### src/verilog/cms_pkg.sv
/*
  cms_pkg: shared types and constants for the configuration mode sequencer.
  assumes a single 40 MHz clock domain; all counts are in cycles of it.
*/
package cms_pkg;

  // configuration source schemes, selected by static mode straps
  typedef enum logic [2:0] {
    CMS_SCHEME_CFG_MEMORY,
    CMS_SCHEME_PASSIVE_SERIAL,
    CMS_SCHEME_PASSIVE_PARALLEL_ASYNC,
    CMS_SCHEME_FAST_PASSIVE_PARALLEL,
    CMS_SCHEME_BOUNDARY_SCAN
  } cms_scheme_t;

  // sequencer phases
  typedef enum logic [2:0] {
    CMS_ST_POWER_UP,
    CMS_ST_CLEAR,
    CMS_ST_WAIT_CHAIN,
    CMS_ST_LOAD,
    CMS_ST_INIT,
    CMS_ST_USER
  } cms_state_t;

  // one configuration write from any scheme
  typedef struct packed {
    logic [7:0] data;
    logic       last;
  } cms_word_t;

  // pin control for the user i/o bank
  typedef struct packed {
    logic drive_en;
    logic weak_pullup;
  } cms_io_ctrl_t;

  localparam int CMS_DATA_W = 8;
  localparam int CMS_FIFO_DEPTH = 4;
  localparam int CMS_CLK_HZ = 40000000;
  // clear phase after power-up or reconfig request
  localparam int CMS_CLEAR_CYCLES = 16;
  // register reset length during initialization
  localparam int CMS_INIT_CYCLES = 8;
  // default image length in bytes; a parameter of the top
  localparam int CMS_IMAGE_BYTES = 1024;
  // load must finish within 100 ms at 100 MHz byte rate
  localparam int CMS_LOAD_LIMIT_MS = 100;
  localparam int CMS_LOAD_LIMIT_CYCLES = CMS_CLK_HZ / 1000 * CMS_LOAD_LIMIT_MS;
  localparam logic [2:0] CMS_SCHEME_COUNT = 3'h5;

endpackage

### src/verilog/cms_fifo.sv
/*
  cms_fifo: small flip-flop fifo with valid/ready on both sides.
  assumes one clock and an active-low asynchronous reset.
*/
`timescale 1ns/1ps
module cms_fifo #(
  parameter int WIDTH = 9,
  parameter int DEPTH = 4
) (
  input wire logic ref_clk_in, // system clock
  input wire logic reset_n_in, // async reset, active low
  input wire logic flush_in, // drop all stored words
  input wire logic [WIDTH-1:0] wr_data_in, // write data
  input wire logic wr_valid_in, // write request
  output logic wr_ready_out, // room for a word
  output logic [WIDTH-1:0] rd_data_out, // oldest word
  output logic rd_valid_out, // a word is present
  input wire logic rd_ready_in // reader takes the word
);
  localparam int AW = (DEPTH > 1) ? $clog2(DEPTH) : 1;

  logic [WIDTH-1:0] mem_ff [DEPTH];
  logic [AW-1:0] wr_ptr_ff;
  logic [AW-1:0] rd_ptr_ff;
  logic [AW:0] count_ff;
  logic push;
  logic pop;

  assign push = wr_valid_in && (count_ff != (AW+1)'(DEPTH)) && !flush_in;
  assign pop = rd_ready_in && (count_ff != '0) && !flush_in;
  assign wr_ready_out = (count_ff != (AW+1)'(DEPTH));
  assign rd_valid_out = (count_ff != '0);
  assign rd_data_out = mem_ff[rd_ptr_ff];

  // storage written only on push, no reset needed for data
  always_ff @(posedge ref_clk_in) begin
    if (push) begin
      mem_ff[wr_ptr_ff] <= wr_data_in;
    end
  end

  // pointers and fill level
  always_ff @(posedge ref_clk_in or negedge reset_n_in) begin
    if (!reset_n_in) begin
      wr_ptr_ff <= '0;
      rd_ptr_ff <= '0;
      count_ff <= '0;
    end else if (flush_in) begin
      wr_ptr_ff <= '0;
      rd_ptr_ff <= '0;
      count_ff <= '0;
    end else begin
      if (push) begin
        wr_ptr_ff <= (wr_ptr_ff == AW'(DEPTH - 1)) ? '0 : wr_ptr_ff + AW'(1);
      end
      if (pop) begin
        rd_ptr_ff <= (rd_ptr_ff == AW'(DEPTH - 1)) ? '0 : rd_ptr_ff + AW'(1);
      end
      count_ff <= count_ff + (AW+1)'(push) - (AW+1)'(pop);
    end
  end
endmodule

### src/verilog/cms_sequencer.sv
/*
  cms_sequencer: moves the device from power-up through configuration
  load and initialization (command mode) into user mode, and back on a
  reconfiguration request. configuration writes arrive as bytes from
  any of five schemes through a 4-word fifo into the cell array.
  assumes all inputs synchronous to ref_clk_in; the array port is
  a simple valid/ready sink.
*/
// Overview of operation
// - after every reset the device must load a fresh image before running.
// - i/o pins stay undriven during power-up, waiting and loading.
// - after loading, initialization resets registers, enables i/o, starts logic.
// - loading plus initialization is command mode; afterwards is user mode.
// - user i/o pins are weakly pulled up before and during configuration; the code drops the pull-ups once initialization starts.
// - reconfig pin low forces command mode, new load, reinit, user mode.
// - chain enable output low passes configuration to the next device.
// - five schemes supply data: memory, serial, parallel async, fast, scan.
// - byte-wide 100 MHz data loads within 100 ms.
// - a host writes configuration bytes to one virtual memory location.
`timescale 1ns/1ps
module cms_sequencer
  import cms_pkg::*;
#(
  parameter int IMAGE_BYTES = cms_pkg::CMS_IMAGE_BYTES,
  parameter int LOAD_LIMIT_CYCLES = cms_pkg::CMS_LOAD_LIMIT_CYCLES
) (
  input wire logic ref_clk_in, // 40 MHz clock
  input wire logic reset_n_in, // power-on reset, async, active low
  input wire logic reconfig_n_in, // reconfiguration request, active low
  input wire logic chain_enable_in_n, // chain enable in, active low
  input wire cms_pkg::cms_scheme_t scheme_in, // selected scheme, static
  input wire logic serial_valid_in, // serial bit strobe
  input wire logic serial_bit_in, // serial data bit
  input wire logic par_valid_in, // parallel byte strobe (both parallel schemes)
  input wire logic [7:0] par_data_in, // parallel byte
  input wire logic host_wr_in, // host write to the virtual location
  input wire logic [7:0] host_data_in, // host write data
  input wire logic scan_valid_in, // boundary-scan byte strobe
  input wire logic [7:0] scan_data_in, // boundary-scan byte
  input wire logic array_ready_in, // cell array accepts a byte
  output logic src_ready_out, // source may send, registered
  output cms_pkg::cms_word_t array_word_out, // byte to cell array
  output logic array_valid_out, // array byte valid
  output logic chain_enable_out_n, // chain enable out, active low
  output cms_pkg::cms_io_ctrl_t io_ctrl_out, // user i/o control
  output logic user_reset_out, // holds user registers in reset
  output logic user_mode_out, // device runs as logic
  output logic load_error_out // load overran time limit
);
  import cms_pkg::*;

  localparam int BW = $clog2(IMAGE_BYTES + 1);
  localparam int TW = $clog2(LOAD_LIMIT_CYCLES + 1);

  cms_state_t state_ff;
  logic [4:0] phase_cnt_ff;
  logic [BW-1:0] byte_cnt_ff;
  logic [TW-1:0] load_tmr_ff;
  logic [7:0] shift_ff;
  logic [2:0] bit_cnt_ff;
  logic in_valid;
  logic [7:0] in_data;
  logic fifo_ready;
  logic fifo_flush;
  cms_word_t fifo_in;
  cms_word_t fifo_out;
  logic fifo_valid;
  logic fifo_pop;
  logic last_sent;
  logic serial_done;

  // serial bytes assemble msb first from passive serial or memory sources
  assign serial_done = serial_valid_in && (bit_cnt_ff == 3'h7);

  // scheme mux: only the selected scheme's strobe is heard
  always_comb begin
    in_valid = 1'b0;
    in_data = 8'h00;
    unique case (scheme_in)
      CMS_SCHEME_CFG_MEMORY, CMS_SCHEME_PASSIVE_SERIAL: begin
        in_valid = serial_done;
        in_data = {shift_ff[6:0], serial_bit_in};
      end
      CMS_SCHEME_PASSIVE_PARALLEL_ASYNC: begin
        in_valid = par_valid_in || host_wr_in;
        in_data = host_wr_in ? host_data_in : par_data_in;
      end
      CMS_SCHEME_FAST_PASSIVE_PARALLEL: begin
        in_valid = par_valid_in;
        in_data = par_data_in;
      end
      CMS_SCHEME_BOUNDARY_SCAN: begin
        in_valid = scan_valid_in;
        in_data = scan_data_in;
      end
      default: begin
        in_valid = 1'b0;
        in_data = 8'h00;
      end
    endcase
  end

  assign fifo_in.data = in_data;
  assign fifo_in.last = (byte_cnt_ff == BW'(IMAGE_BYTES - 1));
  assign fifo_flush = (state_ff != CMS_ST_LOAD);
  assign fifo_pop = fifo_valid && (!array_valid_out || array_ready_in);
  assign last_sent = array_valid_out && array_ready_in && array_word_out.last;

  // fifo soaks up bursts while the array stalls
  cms_fifo #(
    .WIDTH($bits(cms_word_t)),
    .DEPTH(CMS_FIFO_DEPTH)
  ) u_fifo (
    .ref_clk_in(ref_clk_in),
    .reset_n_in(reset_n_in),
    .flush_in(fifo_flush),
    .wr_data_in(fifo_in),
    .wr_valid_in(in_valid && src_ready_out),
    .wr_ready_out(fifo_ready),
    .rd_data_out(fifo_out),
    .rd_valid_out(fifo_valid),
    .rd_ready_in(fifo_pop)
  );

  // serial shifter; cleared outside load so a new image starts aligned
  always_ff @(posedge ref_clk_in or negedge reset_n_in) begin
    if (!reset_n_in) begin
      shift_ff <= 8'h00;
      bit_cnt_ff <= 3'h0;
    end else if (state_ff != CMS_ST_LOAD) begin
      shift_ff <= 8'h00;
      bit_cnt_ff <= 3'h0;
    end else if (serial_valid_in && src_ready_out) begin
      shift_ff <= {shift_ff[6:0], serial_bit_in};
      bit_cnt_ff <= bit_cnt_ff + 3'h1;
    end
  end

  // source ready registered; dropped for a cycle after each byte to cover its lag
  always_ff @(posedge ref_clk_in or negedge reset_n_in) begin
    if (!reset_n_in) begin
      src_ready_out <= 1'b0;
    end else begin
      src_ready_out <= (state_ff == CMS_ST_LOAD) && fifo_ready && !in_valid
        && (byte_cnt_ff != BW'(IMAGE_BYTES));
    end
  end

  // array output stage
  always_ff @(posedge ref_clk_in or negedge reset_n_in) begin
    if (!reset_n_in) begin
      array_word_out <= '0;
      array_valid_out <= 1'b0;
    end else if (state_ff != CMS_ST_LOAD) begin
      array_valid_out <= 1'b0;
    end else if (fifo_pop) begin
      array_word_out <= fifo_out;
      array_valid_out <= 1'b1;
    end else if (array_ready_in) begin
      array_valid_out <= 1'b0;
    end
  end

  // byte count restarts every load
  always_ff @(posedge ref_clk_in or negedge reset_n_in) begin
    if (!reset_n_in) begin
      byte_cnt_ff <= '0;
    end else if (state_ff != CMS_ST_LOAD) begin
      byte_cnt_ff <= '0;
    end else if (in_valid && src_ready_out) begin
      byte_cnt_ff <= byte_cnt_ff + BW'(1);
    end
  end

  // load timer flags an overrun but keeps waiting for data
  always_ff @(posedge ref_clk_in or negedge reset_n_in) begin
    if (!reset_n_in) begin
      load_tmr_ff <= '0;
      load_error_out <= 1'b0;
    end else if (state_ff == CMS_ST_CLEAR) begin
      load_tmr_ff <= '0;
      load_error_out <= 1'b0;
    end else if (state_ff == CMS_ST_LOAD) begin
      if (load_tmr_ff == TW'(LOAD_LIMIT_CYCLES)) begin
        load_error_out <= 1'b1;
      end else begin
        load_tmr_ff <= load_tmr_ff + TW'(1);
      end
    end
  end

  // phase sequencing; reconfig request wins from any state
  always_ff @(posedge ref_clk_in or negedge reset_n_in) begin
    if (!reset_n_in) begin
      state_ff <= CMS_ST_POWER_UP;
      phase_cnt_ff <= '0;
    end else if (!reconfig_n_in) begin
      state_ff <= CMS_ST_CLEAR;
      phase_cnt_ff <= '0;
    end else begin
      unique case (state_ff)
        CMS_ST_POWER_UP: begin
          state_ff <= CMS_ST_CLEAR;
        end
        CMS_ST_CLEAR: begin
          phase_cnt_ff <= phase_cnt_ff + 5'h1;
          if (phase_cnt_ff == 5'(CMS_CLEAR_CYCLES - 1)) begin
            state_ff <= CMS_ST_WAIT_CHAIN;
            phase_cnt_ff <= '0;
          end
        end
        CMS_ST_WAIT_CHAIN: begin
          if (!chain_enable_in_n) begin
            state_ff <= CMS_ST_LOAD;
          end
        end
        CMS_ST_LOAD: begin
          if (last_sent) begin
            state_ff <= CMS_ST_INIT;
          end
        end
        CMS_ST_INIT: begin
          phase_cnt_ff <= phase_cnt_ff + 5'h1;
          if (phase_cnt_ff == 5'(CMS_INIT_CYCLES - 1)) begin
            state_ff <= CMS_ST_USER;
            phase_cnt_ff <= '0;
          end
        end
        CMS_ST_USER: begin
          state_ff <= CMS_ST_USER;
        end
      endcase
    end
  end

  // pin and mode outputs follow the phase one cycle later
  always_ff @(posedge ref_clk_in or negedge reset_n_in) begin
    if (!reset_n_in) begin
      io_ctrl_out.drive_en <= 1'b0;
      io_ctrl_out.weak_pullup <= 1'b1;
      user_reset_out <= 1'b1;
      user_mode_out <= 1'b0;
      chain_enable_out_n <= 1'b1;
    end else begin
      // drivers off until init releases them
      io_ctrl_out.drive_en <= (state_ff == CMS_ST_INIT) || (state_ff == CMS_ST_USER);
      // pull-ups only up to the end of loading
      io_ctrl_out.weak_pullup <= (state_ff != CMS_ST_INIT) && (state_ff != CMS_ST_USER);
      user_reset_out <= (state_ff != CMS_ST_USER);
      user_mode_out <= (state_ff == CMS_ST_USER);
      // hand the chain on once this device has its full image
      chain_enable_out_n <= !((state_ff == CMS_ST_INIT) || (state_ff == CMS_ST_USER));
    end
  end
endmodule
### config.mk
export PLATFORM = sky130hd
export DESIGN_NAME = cms_sequencer
export DESIGN_NICKNAME = d
export VERILOG_FILES = /design/src/verilog/cms_pkg.sv /design/src/verilog/cms_fifo.sv /design/src/verilog/cms_sequencer.sv
export SDC_FILE = /design/constraint.sdc
export NUM_CORES = 1
export LEC_CHECK = 0
export ABC_AREA = 1
export ABC_CLOCK_PERIOD_IN_PS = 6860
export BUFFER_PORTS_ARGS = -buffer_cell sky130_fd_sc_hd__buf_4
export CAP_MARGIN = 20
export CELL_PAD_IN_SITES_DETAIL_PLACEMENT = 0
export CELL_PAD_IN_SITES_GLOBAL_PLACEMENT = 1
export CORE_MARGIN = 10
export CORE_UTILIZATION = 25
export CTS_CLUSTER_DIAMETER = 150
export DETAILED_ROUTE_END_ITERATION = 6
export HOLD_SLACK_MARGIN = 0.08
export PLACE_DENSITY = 0.5
export SLEW_MARGIN = 20
export SYNTH_ARGS = -nofsm -noshare
export SYNTH_HDL_FRONTEND = slang
export SYNTH_HIERARCHICAL = 1
export SYNTH_SLANG_ARGS = --single-unit
### constraint.sdc
create_clock -name ref_clk_in -period 6.86 [get_ports ref_clk_in]
set_clock_uncertainty 0.2 [all_clocks]
set_input_delay 0.343 -clock ref_clk_in [delete_from_list [all_inputs] [get_ports ref_clk_in]]
set_output_delay 0.343 -clock ref_clk_in [all_outputs]
set_load 0.05 [all_outputs]
Word level (Yosys, flattened, before mapping)
Memory sizes are Yosys's and may differ from the RTL's. A register that Yosys moved wholly into a read port is not among the register bits.
Index checks and enable logic that the tools add are counted.
Widths: inputs -> output; s select.

word-level totals
  memories = 1
  logic and storage cells = 128
  bits of input ports = 37
  memory bits (writable) = 36
  latch bits = 0
  memory bits (read-only) = 0
  output and inout bits = 17
  register bits after elaboration = 66

memory list
  memory         depth  width  rd ports  clocked after memory_dff  wr ports  line            source
  u_fifo.mem_ff  4      9      1         1                         1         cms_fifo.sv:22  logic [WIDTH-1:0] mem_ff [DEPTH];

cells by class
  multiply operators = 0
  bitwise logic cells = 1
  divide/modulo/power cells = 0
  equal/unequal tests = 27
  $add $sub $neg = 8
  magnitude comparators = 0
  shift operators = 0
  reductions and logical operators = 37
  muxes and demuxes = 37

operator list
  operator               number
  $mux 22                3
  $pmux 8 s4             1
  $mux 3                 8
  $add 22x1->22 const B  1
  $eq 22x22->1 const B   1
  $mux 11                2
  $ne 3x3->1 const B     6
  $pmux 3 s6             1
  $mux 5                 3
  $logic_and 1x1->1      14
  $mux 7                 2
  $eq 3x2->1 const B     4
  $eq 3x3->1 const B     4
  $mux 2                 6
  $reduce_bool 2->1      6
  $add 11x1->11 const B  1
  $eq 11x10->1 const B   1
  $ne 11x11->1 const B   1
  $pmux 5 s2             1
  $mux 1                 8
  $mux 8                 1
  $eq 3x1->1 const B     2
  $logic_not 3->1        2
  $ne 3x2->1 const B     2
  18 further kinds       29

Longest topological paths before layout
Gate-level depths: netlist (run 1).

  depth in word-level cells = 9
  depth in mapped cells = 17
  depth with buffers taken out = 17

Hierarchy
The synthesis (run 1) kept the hierarchy.

modules (own cells, without submodules)
  module         instances  area an instance (um^2)  cells an instance
  cms_sequencer  1          3,976.3                  542
  cms_fifo       1          1,959.4                  164

Least setup slack after synthesis (run 1)
OpenSTA, ideal clock, no wires.

  path kind = register to register
  start point = register bit_cnt_ff[0]
  end point = register u_fifo.count_ff[2]
  data arrival time = 2,304 ps
  cell stages (with the launch flop) = 17
  library setup time = 119 ps
  slack = 4,237 ps
  data required time = 6,541 ps
  path through = dfrtp_1 -> ha_1 -> ha_1 -> nand3_1 -> nand2_1 -> nor2_2 -> nand2_2 -> nand2_4 -> inv_1 -> nand3_2 -> ha_1 -> inv_1 -> ha_1 -> inv_1 -> fa_1 -> a21oi_1 -> nor2_1

between the ends
  word-level cells in the longest chain between the ends = 9

RTL lines
  element                         line                  source
  start, declared                 cms_sequencer.sv:60   logic [2:0] bit_cnt_ff;
  start signal, assigned          cms_sequencer.sv:135  bit_cnt_ff <= bit_cnt_ff + 3'h1;
  $eq 3x3->1                      cms_sequencer.sv:73   assign serial_done = serial_valid_in && (bit_cnt_ff == 3'h7);
  $logic_and 1x1->1               cms_sequencer.sv:73
  $pmux 1 s4                      cms_sequencer.sv:79   unique case (scheme_in)
  $logic_and 1x1->1               cms_sequencer.sv:118  .wr_valid_in(in_valid && src_ready_out),
  $logic_and 1x1->1 (2 in a row)  cms_fifo.sv:29        assign push = wr_valid_in && (count_ff != (AW+1)'(DEPTH)) && !flush_in;
  $add 3x1->3                     cms_fifo.sv:59        count_ff <= count_ff + (AW+1)'(push) - (AW+1)'(pop);
  $sub 3x1->3                     cms_fifo.sv:59
  $mux 3                          cms_fifo.sv:48        end else if (flush_in) begin
  end signal, assigned            cms_fifo.sv:59
  end, declared                   cms_fifo.sv:25        logic [AW:0] count_ff;

Every way passes these cells.
A chain may end at the register's enable or synchronous reset.

Final worst setup path (run 1)
  start point = register state_ff[0]
  end point = register u_fifo.count_ff[2]

between the ends
  word-level cells in the longest chain between the ends = 6

RTL lines
  element                 line                            source
  start, declared         cms_sequencer.sv:55             cms_state_t state_ff;
  start signal, assigned  cms_sequencer.sv:195            state_ff <= CMS_ST_POWER_UP;
  start signal, assigned  cms_sequencer.sv:198            state_ff <= CMS_ST_CLEAR;
  start signal, assigned  cms_sequencer.sv:203            state_ff <= CMS_ST_CLEAR;
  $ne 3x2->1 (*)          cms_sequencer.sv:105            assign fifo_flush = (state_ff != CMS_ST_LOAD);
  $logic_not 1->1         cms_fifo.sv:29, cms_fifo.sv:30
  $logic_and 1x1->1       cms_fifo.sv:29
  $add 3x1->3             cms_fifo.sv:59
  $sub 3x1->3             cms_fifo.sv:59
  $mux 3 (*)              cms_fifo.sv:48

Every way passes the cells marked *; elsewhere a longest branch is shown, timed or not.

==> results of run 1 <==
==> power breakdown <==
part | total (mW) | switching, mW | leakage, nW | internal [mW]
clock network | 0.539 | 0.277 | 0.151 | 0.262
logic | 0.336 | 0.262 | 1.59 | 0.0743
registers | 0.733 | 0.0239 | 1.34 | 0.709
total | 1.61 | 0.562 | 3.08 | 1.05
==> cells by family after synthesis <==
| logic type | synth area share |
|---|---|
| buffers and inverters | 0.07567 |
| AOI/OAI and AO/OA | 0.09191 |
| DFF | 0.4945 |
| muxes | 0.01707 |
| and+or+nand+nor | 0.2616 |
| xor gates and xnor gates | 0.02213 |
| adders and majority gates | 0.03710 |
==> flip-flops by register name, summed over array words and instances, names as in the netlist, 3 cells and up <==
| name | count |
|---|---|
| bit_cnt_ff | 3 |
| u_fifo/mem_ff | 36 |
| array_word_out | 9 |
| state_ff | 3 |
| load_tmr_ff | 22 |
| shift_ff | 7 |
| u_fifo/count_ff | 3 |
| phase_cnt_ff | 5 |
| byte_cnt_ff | 11 |
==> cell usage in the layout (no fill, tap or decap), types with 4 or more instances in the layout <==
master,count
nand2_1,196
nor2_1,84
inv_1,83
dfrtp_1,72
buf_4,53
nand3_1,42
o21ai_0,37
edfxtp_1,36
a21oi_1,23
nand4_1,19
ha_1,16
xor2_1,15
mux2_2,9
clkbuf_16,9
o211ai_2,9
o2111ai_1,7
nor2_2,6
nand2_2,4
==> final timing paths <==
kind	slack, ns	cells past startpoint	to
max in group asynchronous	5.55	2	bit_cnt_ff[2]
hold / removal	0.10	3	state_ff[1]
hold reg to reg	0.31	2	load_error_out
setup / recovery	3.43	12	u_fifo/count_ff[2]
min in group asynchronous	0.33	2	array_word_out[7]
setup reg to reg	3.43	12	u_fifo/count_ff[2]
==> worst max-delay path, cell delays in order, from the launching register on <==
cell and delay (ns):
dfrtp_1 0.43, nand2_1 0.17, nor2_4 0.50, inv_1 0.47
clkinv_2 0.26, nand3_2 0.15, ha_1 0.30, inv_1 0.06
ha_1 0.13, inv_1 0.04, fa_1 0.39, a21oi_1 0.14
nor2_1 0.06
==> area by class of cell <==
| type | count | area, um2 | share of cell area |
|---|---|---|---|
| Clock buffer | 9 | 225.2 | 0.03233 |
| Tap cell | 319 | 399.1 | 0.05729 |
| Inverter | 87 | 327.8 | 0.04705 |
| Timing Repair Buffer | 57 | 439.2 | 0.06304 |
| Multi-Input combinational cell | 492 | 2556 | 0.3669 |
| Sequential cell | 110 | 2935 | 0.4213 |
| Clock inverter | 7 | 83.83 | 0.01203 |
==> layer usage <==
| layer | wire, um | up-vias | GRT usage |
|---|---|---|---|
| met5 | 0 | - | 0 |
| met4 | 188 | 0 | 0.02993 |
| met3 | 264 | 12 | 0.01733 |
| met2 | 7362 | 37 | 0.1719 |
| met1 | 7050 | 2190 | 0.1247 |
| li1 | - | 2400 | - |
==> stage by stage <==
stage	hold WS [ns]	power [mW]	util	cell area, um2	setup WS (ns)
after global routing	0.1186	1.710	0.2977	6967	3.096
after global placement	0.2906	1.084	0.2828	6619	3.130
after detailed placement	0.2939	1.089	0.2828	6619	2.941
after CTS	0.08905	1.645	0.2973	6958	2.925
after floorplan	-0.1526	0.9806	-	5936	4.237
final	0.1035	1.608	0.2977	6967	3.433
==> repair_timing <==
action	4_1_cts	5_1_grt
hold buffers	3	0
setup endpoints to repair	0	0
hold endpoints to repair	74	0
resized for setup	0	0
==> results.ini, run 1 <==
[final_layout]
finalNetCount = 811
fillCellCount = 2523
drive_gt1_frac = 0.1483
final_cells = 1081
diodes = 0
syn2layout_area_growth_pct = 17.37

[sta]
period_share = 0.4995
setup_viol = 0
slew_violations = 0
grt_setup_unrepaired = false
slew_headroom = 0.3250
max_freq_mhz = 291.8
setup_tns_ns = 0
final.min_clock_period_ns = 3.427
finalHoldViolCount = 0
tightest_slew_ns = 1.009

[yosys]
synth_top_cell_area_share = 0.3035
synthTopCellsByArea = dfrtp_1 30%, edfxtp_1 18%, nand2_1 12%, nor2_1 5.3%, inv_1 5.2%
synth_cell_type_count = 40
synth_commonest_cells = 196 x nand2_1, 84 x nor2_1, 83 x inv_1
synth_edf_count = 36
netlist_area_um2 = 5936
ys_ff_latch = 110
syn_area_per_cell_um2 = 8.407
synth_cells = 706
ys_async_sr_fraction = 0.6727
yosys.area.top_type = dfrtp_1
synth_warnings = 6
synth_most_common_cell = nand2_1
synth_nets = 760
seq_area_frac_synth = 0.4945
synthFlopType = dfrtp_1

[clock_tree]
clk_pin_slew_ns = 0.08
insertion_delay_ns = 0.36
cts_tree = yes
htreeDepth = 3
numCtsBuffers = 9
clkSinkCount = 110
clock_path_buffers = 2
post_cts_buffers = 0
cts_root_buffer = clkbuf_16

[worst_hold_path]
hold_path_class = in -> reg
min-delay-start = reconfig_n_in

[worst_setup_path]
worstSetupEndpointType = flip-flop
cp-start-kind = flip-flop
crit_type = reg -> reg
cp.required_ns = 6.90
critPathArrivalTime_ns = 3.47
crit_fanout = 23
r2r-start = state_ff[0]
worstSetupStartpoint = state_ff[0]

[flow_run]
maxCapViolCount = 0

[floorplan]
core_um2 = 23400
num_rows = 56
chipHeight_um = 174.1
die-area_um2 = 30310
fp.dieW_um = 174.1
initial_utilization = 0.2536
ios = 54

[grt]
grt_first_pass_wirelength_um = 24860
overflow = 0
antenna_found_initial = 0
grt_max_degree = 75
grtUsageTotal = 0.09989
grt_pass1_vias = 4771

[detailed_routing]
first_pass_iters = 4
drt-total-wl_um = 14870
drcViolationCount = 0
dr_total_vias = 4639
avgRoutedWirePerCell_um = 13.75
ant_nets = 0
route.detailed.vias_per_inst = 4.291
drt-initial-drc-count = 220

[pwr]
p_leak_nw = 3.083
cellPowerDensity_nw_per_um2 = 230.8
ir_drop_v = 0.0001217

[run_status]
outcome = complete, no violations

[placement]
place_hpwl_um = 10800
dpl.cell_count = 1062
port-buffer-count = 53
gp_congestion = 0.7740

No activity file was read; power rests on OpenSTA's default activity.
==> inputs of run 2 (changes only) <==
--- a/config.mk
+++ b/config.mk
@@ -6,7 +6,7 @@
 export NUM_CORES = 1
 export LEC_CHECK = 0
 export ABC_AREA = 1
-export ABC_CLOCK_PERIOD_IN_PS = 6860
+export ABC_CLOCK_PERIOD_IN_PS = 3400
 export BUFFER_PORTS_ARGS = -buffer_cell sky130_fd_sc_hd__buf_4
 export CAP_MARGIN = 20
 export CELL_PAD_IN_SITES_DETAIL_PLACEMENT = 0
==> constraint.sdc (replaced) <==
create_clock -name ref_clk_in -period 3.4 [get_ports ref_clk_in]
set_clock_uncertainty 0.2 [all_clocks]
set_input_delay 0.17 -clock ref_clk_in [delete_from_list [all_inputs] [get_ports ref_clk_in]]
set_output_delay 0.17 -clock ref_clk_in [all_outputs]
set_load 0.05 [all_outputs]
==> results.ini, run 2 (synthesis results as in run 1) <==
[placement]
gp_congestion = 0.7852
dpl_cell_area_um2 = 6694
port-buffer-count = 53
place_hpwl_um = 10740

[pwr]
share_comb_of_total_power = 0.228
ir_drop_v = 0.0002340
swShare = 0.3366
p_clk_frac = 0.309
internal-power_mw = 2.118
p_seq_frac = 0.463
p_sw_mw = 1.075
p_leak_nw = 3.162
cellPowerDensity_nw_per_um2 = 449.0

[detailed_routing]
drt-initial-drc-count = 180
avgRoutedWirePerCell_um = 13.31
drcViolationCount = 0
drt-total-wl_um = 14660
ant_nets = 0
first_pass_iters = 4
route.detailed.vias_per_inst = 4.267
dr_total_vias = 4702

[final_layout]
finalNetCount = 832
final_cell_mix = 196 x nand2_1, 84 x nor2_1, 83 x inv_1, 72 x dfrtp_1, 63 x buf_4
drive_gt1_frac = 0.1558
finish.instance_area_um2 = 7112
final_core_util = 0.3039
reg_top3 = u_fifo/mem_ff (36), load_tmr_ff (22), byte_cnt_ff (11)
largest_register = u_fifo/mem_ff
fillCellCount = 2526
final_common_cell = nand2_1
syn2layout_area_growth_pct = 19.81
largest_reg_flops = 36
diodes = 0

[floorplan]
num_rows = 56
chipHeight_um = 174.1
core_um2 = 23400
die-area_um2 = 30310
initial_utilization = 0.2536
fp.dieW_um = 174.1
ios = 54

[clock_tree]
cts_root_buffer = clkbuf_16
insertion_delay_ns = 0.35
numCtsBuffers = 9
clock_path_buffers = 2
post_cts_buffers = 0
clkSinkCount = 110
clk_pin_slew_ns = 0.08
cts_resized = 0
cts_tree = yes
htreeDepth = 3

[worst_setup_path]
worstPathCellList = ha_1, ha_1, nand3_1, nand2_1, nor2_2, nand2_2, nand2_4, inv_1, nand3_2, ha_1, inv_1, ha_1, inv_1, fa_1, nand3_1, nand2_1, nor2_1
critPathTopFamily = adder cells
cp-start-kind = flip-flop
crit_buf_inv = 3
crit_slowest_cell = dfrtp_1
worstSetupEndpointType = flip-flop
critPathArrivalTime_ns = 2.88
crit_fanout = 10
path_common_cell = ha_1
crit_type = reg -> reg
worstSetupStartpoint = bit_cnt_ff[0]
r2r-start = bit_cnt_ff[0]
slowest_delay_ns = 0.39
cp.required_ns = 3.49

[flow_run]
maxCapViolCount = 0

[sta]
slew_headroom = 0.3755
grt_setup_unrepaired = false
finalHoldViolCount = 0
final.min_clock_period_ns = 2.797
tightest_slew_ns = 0.9368
max_freq_mhz = 357.6
period_share = 0.8226
worst_hold_slack_ns = 0.07748
setup_tns_ns = 0
setup_viol = 0
slew_violations = 0

[worst_hold_path]
min-delay-start = par_data_in[1]
hold_path_class = in -> reg

[grt]
overflow = 0
grt_pass1_vias = 4757
grtUsageTotal = 0.09898
antenna_found_initial = 0
grt_first_pass_wirelength_um = 24500
grt_max_degree = 75

[run_status]
outcome = complete, no violations

[run 2: cell types whose count changed in the layout (fill, tap and decap cells not counted), sizes merged]
cell / previous run / this run
buf: 54 / 64
dlygate4sd3: 3 / 14
clkinv: 5 / 4
inv: 89 / 87
clkinvlp: 0 / 3
[run 2: repair_timing]
| action | in CTS | in global routing |
|---|---|---|
| hold endpoints to repair | 97 | 0 |
| hold buffers | 14 | 0 |
| endpoints found under the setup margin | 0 | 0 |
[run 2: power groups by stage]
stage	combinational (mW)	clock (mW)	sequential, mW
floorplan	0.422	0	1.56
global placement	0.731	0	1.50
detailed placement	0.739	0	1.50
CTS	0.753	1.04	1.48
global route	0.822	1.10	1.49
finish	0.728	0.987	1.48
[run 2: per-stage QoR]
stage | total power, mW | instances | worst slack, ns
2_1_floorplan | 1.978 | 706 | 0.7773
3_3_place_gp | 2.235 | 1072 | 0.6301
3_5_place_dp | 2.244 | 1072 | 0.5842
4_1_cts | 3.270 | 1102 | 0.5728
5_1_grt | 3.409 | 1102 | 0.3275
6_report | 3.193 | 1102 | 0.6032
[run 2: worst paths after layout]
kind | to | depth (start not counted) | slack (ns)
max in group asynchronous | load_tmr_ff[2] | 2 | 2.28
hold / removal | u_fifo/mem_ff[2][2] | 3 | 0.08
setup / recovery | u_fifo/count_ff[2] | 17 | 0.60
setup reg to reg | u_fifo/count_ff[2] | 17 | 0.60
min in group asynchronous | array_word_out[8] | 2 | 0.24
hold reg to reg | load_error_out | 2 | 0.31
[run 2: worst register-to-register path, cell delays in order, from the launching register on]
cell	delay [ns]
dfrtp_1	0.39
ha_1	0.20
ha_1	0.18
nand3_1	0.08
nand2_1	0.07
nor2_2	0.09
nand2_2	0.07
nand2_4	0.13
inv_1	0.14
nand3_2	0.14
ha_1	0.23
inv_1	0.05
ha_1	0.12
inv_1	0.05
fa_1	0.38
nand3_1	0.10
nand2_1	0.05
nor2_1	0.08
[run 2: final cells by class]
cell class / count / area (um2) / area share
Clock buffer: 9 / 225.2 / 0.03167
Multi-Input combinational cell: 492 / 2551 / 0.3587
Clock inverter: 7 / 48.80 / 0.006861
Inverter: 87 / 327.8 / 0.04609
Timing Repair Buffer: 78 / 624.3 / 0.08779
Sequential cell: 110 / 2935 / 0.4127
Tap cell: 319 / 399.1 / 0.05612
[run 2: metal layers]
layer,GRT usage,up-vias,share of wire
li1,-,2436,-
met1,0.1226,2223,0.47
met2,0.1721,32,0.50
met3,0.01322,11,0.015
met4,0.03527,0,0.015
met5,0,-,0
